### config.mk
export PLATFORM = sky130hd
export DESIGN_NAME = dual_uart_pins_irq
export DESIGN_NICKNAME = d
export VERILOG_FILES = /design/src/pkg/dual_uart_pkg.sv /design/src/core/dual_uart_pins_irq.sv
export VERILOG_INCLUDE_DIRS = /design/src /design/src/pkg
export SDC_FILE = /design/constraint.sdc
export NUM_CORES = 1
export LEC_CHECK = 0
export ABC_AREA = 1
export BUFFER_PORTS_ARGS = -buffer_cell sky130_fd_sc_hd__buf_2
export CORE_MARGIN = 5
export CORE_UTILIZATION = 30
export CTS_CLUSTER_DIAMETER = 60
export DETAILED_ROUTE_END_ITERATION = 8
export GPL_ROUTABILITY_DRIVEN = 0
export PLACE_DENSITY_LB_ADDON = 0.2
export SETUP_SLACK_MARGIN = 0.05
export SYNTH_ARGS = -nofsm -noshare
export SYNTH_HDL_FRONTEND = slang
export SYNTH_SLANG_ARGS = --single-unit
### constraint.sdc
create_clock -name hclk -period 4 [get_ports hclk]
set_input_delay 0 -clock hclk [delete_from_list [all_inputs] [get_ports hclk]]
set_output_delay 0 -clock hclk [all_outputs]
set_load 0.02 [all_outputs]
### src/pkg/dual_uart_params.svh
// Purpose: offsets, field positions and reset values
// Assumes: byte addresses on a 32-bit bus
// Notes: region is haddr[6:5], register is haddr[4:0]
`ifndef DUAL_UART_PARAMS_SVH
`define DUAL_UART_PARAMS_SVH
// ----------------------------------------
// regions
// ----------------------------------------
`define RGN_SER_ONE 2'h0
`define RGN_SER_TWO 2'h1
`define RGN_PRINTER 2'h2
`define RGN_IRQ 2'h3
// ----------------------------------------
// register offsets within a region
// ----------------------------------------
`define REG_MODEM_STATUS 5'h00
`define REG_MODEM_CONTROL 5'h04
`define REG_IER 5'h08
`define REG_PSTAT 5'h00
`define REG_PCTL 5'h04
`define REG_ISTAT 5'h00
`define REG_ICLR 5'h04
`define REG_IEN 5'h08
// ----------------------------------------
// field positions
// ----------------------------------------
`define CTS_CHANGE_FLAG 0
`define DSR_CHANGE_FLAG 1
`define CARRIER_CHANGE_FLAG 3
`define CTS_STATE_BIT 4
`define DSR_STATE_BIT 5
`define CARRIER_STATE_BIT 7
`define DTR_CONTROL_BIT 0
`define CTL_IRQ_OE 3
`define IER_RX_AVAIL 0
`define IER_THRE 1
`define IER_RX_ERR 2
`define IER_MODEM 3
`define PST_PRINT_N 2
`define PST_ERR_N 3
`define PST_INIT_IN 4
`define PCTL_INIT 0
`define IRQ_CH1 0
`define IRQ_CH2 1
`define IRQ_ACK 2
// ----------------------------------------
// reset values
// ----------------------------------------
`define IER_RST 4'h0
`define IEN_RST 3'h0
`define IST_RST 3'h0
`endif

### src/pkg/dual_uart_pkg.sv
// Purpose: types shared by the block and its bench
// Assumes: two serial channels
// Notes: all state of the top is one state_s
package dual_uart_pkg;
	typedef enum logic [1:0] {ph_idle, ph_write, ph_rwait} phase_e;
	// modem pins, active low
	typedef struct packed {
		logic dcd_n;
		logic dsr_n;
		logic cts_n;
	} modem_in_s;
	// level sources from the channel core
	typedef struct packed {
		logic rx_err;
		logic rx_avail;
		logic thr_empty;
	} ser_src_s;
	typedef struct packed {
		logic dtr_n;
		logic irq_oe_n;
		logic [3:0] ier;
		logic [2:0] lvl;
		logic [2:0] chg;
		logic irq;
	} chan_s;
	typedef struct packed {
		phase_e phase;
		logic [6:0] addr;
		chan_s [1:0] ch;
		logic ack_prev;
		logic latch;
		logic prn_irq;
		logic init_oe_n;
		logic [2:0] ist;
		logic [2:0] ien;
		logic irq;
		logic [7:0] hrdata;
		logic hready;
	} state_s;
endpackage : dual_uart_pkg

### src/core/dual_uart_pins_irq.sv
// Purpose: modem status, modem control and interrupt pins of a dual serial port
// Assumes: single AHB-Lite master, word accesses only
// Notes: reads take one wait state, writes none
//   byte map, region in haddr[6:5], register in haddr[4:0]
//   0x00 modem status of channel one, read only, read clears change flags
//   0x04 modem control of channel one, bit 0 terminal ready, bit 3 irq drive
//   0x08 interrupt enable of channel one, bits 0 to 3
//   0x20 to 0x28 the same three registers for channel two
//   0x40 printer status, read only, read clears latch in latched mode
//   0x44 printer control, bit 0 pulls initialize low
//   0x60 block interrupt status, sticky, read only
//   0x64 block interrupt clear, write one to clear, set wins
//   0x68 block interrupt enable
//   unmapped offsets read zero and ignore writes
//   modem pins are active low, status bits show the asserted level
//   a change flag set and cleared in one cycle stays set
//   printer interrupt is registered, one edge behind acknowledge
//   channel interrupt value keeps following its enabled sources while its pin floats
//   all inputs are taken as synchronous to hclk
//
// What this block does
// host accesses reach channel one, channel two or printer port by their select
// clear-to-send logical state reads in modem status bit 4
// modem status bit 0 sets when clear-to-send changed since last read
// read data lines are quiet except while a read returns data
// bus bit zero is the least significant bit of every byte
// carrier state in status bit 7, its change flag in bit 3
// carrier detect is status only, never touching the receiver
// data-set-ready state in status bit 5, its change flag in bit 1
// terminal ready pin low while control bit 0 set, high after reset
// mode select low: printer interrupt follows acknowledge directly
// mode select high: acknowledge rising edge latches printer interrupt high
// latched mode: printer status read clears the latch and interrupt
// channel interrupt pin driven only while control bit 3 set
// channel interrupt high when any enabled source is active
// channel interrupt drops once the serviced source clears
// channel interrupt pins float from reset
// printer holds error input low for as long as error lasts
// open-drain active-low printer initialize output
// reading modem status clears its change flags
`timescale 1ns/10ps
`default_nettype none
`include "dual_uart_params.svh"

module dual_uart_pins_irq #(
	parameter int ADDR_W = 7
) (
	input wire logic hclk,
	input wire logic hresetn,
	input wire logic hsel,
	input wire logic [ADDR_W-1:0] haddr,
	input wire logic [1:0] htrans,
	input wire logic hwrite,
	input wire logic [2:0] hsize,
	input wire logic [31:0] hwdata,
	input wire logic hready,
	output logic hreadyout,
	output logic [31:0] hrdata,
	output logic hresp,
	input wire dual_uart_pkg::modem_in_s [1:0] modem_pins,
	input wire dual_uart_pkg::ser_src_s [1:0] ser_src,
	output logic [1:0] dtr_n,
	output logic serial_irq_one,
	output logic serial_irq_one_oe_n,
	output logic serial_irq_two,
	output logic serial_irq_two_oe_n,
	input wire logic ack_n,
	input wire logic printer_irq_mode_select,
	input wire logic err_n,
	output logic printer_irq_out,
	input wire logic init_in,
	output logic init_out,
	output logic init_oe_n,
	output logic irq
);

	// ----------------------------------------
	// decoding
	// ----------------------------------------
	// one-hot select per region
	function automatic logic [3:0] sel_of(input logic [6:0] a);
		logic [3:0] s;
		s = 4'h0;
		s[a[6:5]] = 1'b1;
		return s;
	endfunction : sel_of

	// modem status byte of one channel
	function automatic logic [7:0] stat_byte(input dual_uart_pkg::chan_s c);
		logic [7:0] b;
		b = 8'h00;
		// clear-to-send state
		b[`CTS_STATE_BIT] = c.lvl[0];
		// data-set-ready
		b[`DSR_STATE_BIT] = c.lvl[1];
		// carrier state
		b[`CARRIER_STATE_BIT] = c.lvl[2];
		// change flags
		b[`CTS_CHANGE_FLAG] = c.chg[0];
		b[`DSR_CHANGE_FLAG] = c.chg[1];
		b[`CARRIER_CHANGE_FLAG] = c.chg[2];
		return b;
	endfunction : stat_byte

	// modem control byte of one channel
	function automatic logic [7:0] ctl_byte(input dual_uart_pkg::chan_s c);
		logic [7:0] b;
		b = 8'h00;
		b[`DTR_CONTROL_BIT] = ~c.dtr_n;
		b[`CTL_IRQ_OE] = ~c.irq_oe_n;
		return b;
	endfunction : ctl_byte

	// printer status byte
	function automatic logic [7:0] prn_byte(input logic lt, input logic er, input logic iv);
		logic [7:0] b;
		b = 8'h00;
		b[`PST_PRINT_N] = ~lt;
		// error level
		b[`PST_ERR_N] = er;
		b[`PST_INIT_IN] = iv;
		return b;
	endfunction : prn_byte

	// enabled sources of one channel
	function automatic logic irq_of(input logic [3:0] ier, input logic [3:0] src);
		logic [3:0] m;
		m = {ier[`IER_MODEM], ier[`IER_RX_ERR], ier[`IER_THRE], ier[`IER_RX_AVAIL]};
		return |(src & m);
	endfunction : irq_of

	// per-pin change between two samples
	function automatic logic [2:0] diff_of(input logic [2:0] now, input logic [2:0] was);
		return now ^ was;
	endfunction : diff_of

	// rising edge of a level
	function automatic logic rise_of(input logic now, input logic was);
		return now & ~was;
	endfunction : rise_of

	// ----------------------------------------
	// state
	// ----------------------------------------
	dual_uart_pkg::state_s r;
	dual_uart_pkg::state_s n;

	always_comb begin
		logic [3:0] sel;
		logic [4:0] ofs;
		logic [7:0] wd;
		logic [7:0] rv;
		logic [1:0] stat_rd;
		logic prn_rd;
		logic [2:0] lvl;
		logic [2:0] ev;
		logic [2:0] icl;
		logic [3:0] src;
		n = r;
		sel = sel_of(r.addr);
		ofs = r.addr[4:0];
		// bit zero order
		wd = hwdata[7:0];
		rv = 8'h00;
		stat_rd = 2'b00;
		prn_rd = 1'b0;
		ev = 3'h0;
		icl = 3'h0;
		lvl = 3'h0;
		src = 4'h0;
		n.ack_prev = ack_n;
		n.hready = 1'b1;
		// quiet data lines
		n.hrdata = 8'h00;

		// ----------------------------------------
		// write data phase
		// ----------------------------------------
		if (r.phase == dual_uart_pkg::ph_write) begin
			for (int i = 0; i < 2; i++) begin
				// channel select
				if (sel[i]) begin
					if (ofs == `REG_MODEM_CONTROL) begin
						// terminal ready
						n.ch[i].dtr_n = ~wd[`DTR_CONTROL_BIT];
						n.ch[i].irq_oe_n = ~wd[`CTL_IRQ_OE];
					end
					if (ofs == `REG_IER) begin
						n.ch[i].ier = wd[3:0];
					end
				end
			end
			// printer select
			if (sel[`RGN_PRINTER] && ofs == `REG_PCTL) begin
				// initialize drive
				n.init_oe_n = ~wd[`PCTL_INIT];
			end
			if (sel[`RGN_IRQ]) begin
				if (ofs == `REG_ICLR) begin
					icl = wd[2:0];
				end
				if (ofs == `REG_IEN) begin
					n.ien = wd[2:0];
				end
			end
		end

		// ----------------------------------------
		// read completion
		// ----------------------------------------
		if (r.phase == dual_uart_pkg::ph_rwait) begin
			for (int i = 0; i < 2; i++) begin
				if (sel[i]) begin
					case (ofs)
						`REG_MODEM_STATUS: begin
							rv = stat_byte(r.ch[i]);
							stat_rd[i] = 1'b1;
						end
						`REG_MODEM_CONTROL: begin
							rv = ctl_byte(r.ch[i]);
						end
						`REG_IER: begin
							rv[3:0] = r.ch[i].ier;
						end
						default: begin
							rv = 8'h00;
						end
					endcase
				end
			end
			if (sel[`RGN_PRINTER]) begin
				case (ofs)
					`REG_PSTAT: begin
						rv = prn_byte(r.latch, err_n, init_in);
						prn_rd = 1'b1;
					end
					`REG_PCTL: begin
						rv[`PCTL_INIT] = ~r.init_oe_n;
					end
					default: begin
						rv = 8'h00;
					end
				endcase
			end
			if (sel[`RGN_IRQ]) begin
				case (ofs)
					`REG_ISTAT: begin
						rv[2:0] = r.ist;
					end
					`REG_IEN: begin
						rv[2:0] = r.ien;
					end
					default: begin
						rv = 8'h00;
					end
				endcase
			end
			n.hrdata = rv;
		end

		// ----------------------------------------
		// address phase
		// ----------------------------------------
		n.phase = dual_uart_pkg::ph_idle;
		if (hsel && htrans[1] && hready) begin
			n.addr = haddr[6:0];
			if (hwrite) begin
				n.phase = dual_uart_pkg::ph_write;
			end else begin
				n.phase = dual_uart_pkg::ph_rwait;
				n.hready = 1'b0;
			end
		end

		// ----------------------------------------
		// modem status per channel
		// ----------------------------------------
		for (int i = 0; i < 2; i++) begin
			// carrier only feeds status
			lvl = {~modem_pins[i].dcd_n, ~modem_pins[i].dsr_n,
				~modem_pins[i].cts_n};
			n.ch[i].lvl = lvl;
			// clear on status read
			if (stat_rd[i]) begin
				n.ch[i].chg = 3'h0;
			end
			// change flags, set wins
			n.ch[i].chg = n.ch[i].chg | diff_of(lvl, r.ch[i].lvl);
			ev[i] = |diff_of(lvl, r.ch[i].lvl);
			src = {|n.ch[i].chg, ser_src[i].rx_err,
				ser_src[i].thr_empty, ser_src[i].rx_avail};
			// enabled sources
			// level follows source
			n.ch[i].irq = irq_of(n.ch[i].ier, src);
		end

		// ----------------------------------------
		// printer interrupt
		// ----------------------------------------
		ev[`IRQ_ACK] = rise_of(ack_n, r.ack_prev);
		// status read clears
		if (prn_rd && printer_irq_mode_select) begin
			n.latch = 1'b0;
		end
		// latch on rising edge
		if (printer_irq_mode_select && ev[`IRQ_ACK]) begin
			n.latch = 1'b1;
		end
		if (!printer_irq_mode_select) begin
			n.latch = 1'b0;
		end
		if (printer_irq_mode_select) begin
			n.prn_irq = n.latch;
		end else begin
			// direct follow
			n.prn_irq = ack_n;
		end

		// ----------------------------------------
		// block interrupt
		// ----------------------------------------
		n.ist = (r.ist & ~icl) | ev;
		n.irq = |(n.ist & n.ien);
	end

	// ----------------------------------------
	// registers
	// ----------------------------------------
	always_ff @(posedge hclk or negedge hresetn) begin
		if (!hresetn) begin
			r.phase <= dual_uart_pkg::ph_idle;
			r.addr <= 7'h00;
			for (int i = 0; i < 2; i++) begin
				// high on reset
				r.ch[i].dtr_n <= 1'b1;
				// float on reset
				r.ch[i].irq_oe_n <= 1'b1;
				r.ch[i].ier <= `IER_RST;
				r.ch[i].lvl <= 3'h0;
				r.ch[i].chg <= 3'h0;
				r.ch[i].irq <= 1'b0;
			end
			r.ack_prev <= 1'b1;
			r.latch <= 1'b0;
			r.prn_irq <= 1'b0;
			r.init_oe_n <= 1'b1;
			r.ist <= `IST_RST;
			r.ien <= `IEN_RST;
			r.irq <= 1'b0;
			r.hrdata <= 8'h00;
			r.hready <= 1'b1;
		end else begin
			r <= n;
		end
	end

	// ----------------------------------------
	// outputs
	// ----------------------------------------
	assign hreadyout = r.hready;
	assign hrdata = {24'h000000, r.hrdata};
	assign hresp = 1'b0;
	assign dtr_n = {r.ch[1].dtr_n, r.ch[0].dtr_n};
	// drive only when enabled
	assign serial_irq_one = r.ch[0].irq;
	assign serial_irq_one_oe_n = r.ch[0].irq_oe_n;
	assign serial_irq_two = r.ch[1].irq;
	assign serial_irq_two_oe_n = r.ch[1].irq_oe_n;
	assign printer_irq_out = r.prn_irq;
	// open drain pulls low
	assign init_out = 1'b0;
	assign init_oe_n = r.init_oe_n;
	assign irq = r.irq;

endmodule : dual_uart_pins_irq
`default_nettype wire

==> summary.md <==
| Metric | Value |
|---|---|
| Status | `complete, no violations` |
| DRC violations left | `0` |
| WL/cell | `12.79 um` |
| Hold Path Depth | `5` |
| R2r endpoint | `serial_irq_two` |
| Max H-tree Level | `2` |
| Worst Setup Start Kind | `register` |
| Critical Path Fanout Max | `11` |
| Post-DRT Antenna Nets | `0` |
| Yosys warnings | `0` |
| P_int | `0.7755 mW` |
| Nets | `470` |
| Die ar. | `11470 sq um` |
| Vias per std cell | `4.282` |
| WL final | `6614 um` |
| Via count | `2214` |
| Setup bufs post-CTS | `0` |
| Worst Max-Slew Pin Slew | `0.6867 ns` |
| Minimum clock period | `2.007 ns` |
| Fmax | `498.4 MHz` |
| Slew margin rel. | `54.22%` |
| Worst setup EP type | `register` |
| Syn Area/Cell | `8.345 sq um` |
| Sequential area share after synthesis | `48.08%` |
| Post-DP HPWL | `5131 um` |
| PortBufs | `49` |
| CP arrival | `2.21 ns` |
| Largest registers | `r (37), hrdata (7), dtr_n (2)` |
| Die height | `107.1 um` |
| Comb power frac | `17.1%` |
| Post-Syn Instances | `339` |
| Worst-Skew Late Latency | `0.31 ns` |
| Flop pwr share | `53.8%` |
| Dpl ws | `2.020 ns` |
| Period utilization | `50.16%` |
| # clock sinks | `54` |
| Final Hold Fails | `0` |
| Die X | `107.1 um` |
| Critical path class | `register to register` |
| First DRT Iteration DRCs | `94` |
| I/O pin count | `109` |
| Initial core utilization | `30.76%` |
| Layout cells sized above 1 | `22.41%` |
| Number of global-route vias before repair | `2116` |
| Total grt overflow | `0` |
| CP required | `4.20 ns` |
| Clock power share | `29.1%` |
| Area delta synth->final | `17.91%` |
| # diodes | `0` |
| CP max stage delay | `0.44 ns` |
| Pwr Density | `329.2 nW/um^2` |
| WHS Endpoint | `serial_irq_one` |
| Worst Hold Class | `input port to register` |
| Cell area after synthesis | `2829 sq um` |
| Largest net degree at the start of global routing | `55` |
| Sw frac | `29.37%` |
| Register bit count reported by yosys | `54` |
| Footprint of the multi-input gates | `1071 sq um` |
| Total track usage | `11.99%` |
| Reg2Reg Setup Slack | `1.99 ns` |
| Setup clock skew after layout | `0.007939 ns` |
| Deepest clock path buffer count | `2` |
| Initial antenna violation count | `0` |
| Unique cell type count in the Yosys netlist | `31` |
| Cell count of the worst reg-to-reg path | `8` |
| LEAKAGE | `1.667 nW` |
| Worst r2r src | `r[47]` |
| Slew Limit Fails | `0` |
| Largest Register | `r` |
| Fillers | `969` |
| P_sw | `0.3226 mW` |
| RSZ-0062 raised after global routing | `no` |
| Maxcap violations | `0` |
| First drt pass iteration count | `4` |
| Setup TNS | `0 ns` |
| Final worst slack | `1.993 ns` |
| Critical-path cell list | `nor2_4, nand2_1, nor2_2, nand3_1, a21boi_1, nand3_1, nand2_1, nand2_1` |
| Core area | `9196 sq um` |
| Num rows | `35` |
| Critical path's slowest cell | `nor2_2` |
| Cell mode on critical path | `nand2_1` |
| Tot Pwr | `1.098 mW` |
| Register area | `1360 sq um` |
| Setup-failing EPs final | `0` |
| First-pass GRT wire length | `10740 um` |
| Hold Crit Start | `ser_src[2]` |
| Register clock-pin slew on the reported worst setup and hold paths | `0.10 ns` |
| CTS tree | `yes` |
| Root buffer cell | `clkbuf_8` |
| Peak supply drop | `0.1789 mV` |
| Max reg flops | `37` |
| TritonCTS Buffers | `5` |
timing repair:
action / 4_1_cts / 5_1_grt
endpoints found under the hold margin: 74 / 0
hold buffers: 22 / 0
resized for setup: 0 / 0
stage by stage:
stage	area, sq um	std cells	hold WS (ns)	utilization (%)
global placement	3025	487	0.1177	32.90
floorplan	2927	365	-0.2956	-
finish	3336	517	0.009968	36.27
global route	3336	517	0.03920	36.27
CTS	3336	517	0.01197	36.27
detailed placement	3025	487	0.1202	32.90
final cells by class:
cell class / count / share of cell area, %
sequential: 54 / 40.77
tap: 111 / 4.164
inverter: 54 / 6.077
timing repair buffer: 72 / 14.18
clock buffer: 8 / 2.701
multi-input combinational: 218 / 32.11
cell usage after synthesis (all sizes together):
cell type	number	share of area, %
nand2	74	10
inv	54	7.2
dfrtp	47	42
buf	38	10
nor2	26	4.7
o21ai	22	3.9
a21oi	19	3.9
nand3	18	3.6
nand4	8	1.8
dfstp	7	6.5
and2	4	0.88
xnor2	4	1.2
a22oi	3	0.80
a21boi	2	0.53
mux2	2	0.80
nor3	2	0.35
o22ai	2	0.44
xor2	2	0.62
a31oi	1	0.22
clkbuf	1	0.13
conb	1	0.13
nand3b	1	0.27
o211ai	1	0.27
critical path: cells and delay by family, from the launching register on:
| family | cells | cell delay (ns) |
|---|---|---|
| simple gates | 7 | 1.24 |
| flops | 1 | 0.41 |
| compound gates | 1 | 0.24 |
layer usage:
| metal | GRT usage (%) | part of all wire [%] |
|---|---|---|
| met1 | 16.65 | 47 |
| met2 | 18.68 | 46 |
| met3 | 1.987 | 5.7 |
| met4 | 4.475 | 1.9 |
| met5 | 0 | 0 |
worst max-delay path by stage:
stage | end | startpoint | cells after the start
after floorplan | serial_irq_one | r[47] | 9
after global placement | serial_irq_two | r[47] | 8
after detailed placement | serial_irq_two | r[47] | 8
after CTS | serial_irq_two | r[47] | 8
after global routing | serial_irq_two | r[47] | 8
final | serial_irq_two | r[47] | 8
cell usage in the layout (no fill, tap or decap), types with 3 or more instances in the layout:
cell and n:
o21ai_1 12, nor2_2 5, dlygate4sd3_1 22, a21oi_2 4
nor2_1 18, buf_2 49, clkbuf_8 6, conb_1 27
nor2_4 3, dfstp_2 7, nand2_1 72, nand3_1 17
dfrtp_1 47, and2_1 4, inv_2 11, a22oi_1 3
a21oi_1 15, o21ai_0 10, inv_1 43, xnor2_1 4
nand4_1 8
cell families (layout without fill, tap and decap cells):
| kind of cell | after synthesis | count (layout) | share of synthesized area [%] |
|---|---|---|---|
| compound gates | 50 | 50 | 10.04 |
| xor+xnor | 6 | 6 | 1.858 |
| buf+inv | 93 | 134 | 17.51 |
| flops | 54 | 54 | 48.08 |
| mux | 2 | 2 | 0.7961 |
| other cells | 1 | 27 | 0.1326 |
| simple gates | 133 | 133 | 21.58 |
power groups by stage:
stage	combinational [mW]	clock [mW]	sequential [mW]
final	0.188	0.319	0.591
after detailed placement	0.172	0	0.601
after floorplan	0.133	0	0.601
after global placement	0.171	0	0.601
after CTS	0.188	0.327	0.591
after global routing	0.211	0.353	0.594
(Power assumes the default switching activity.)
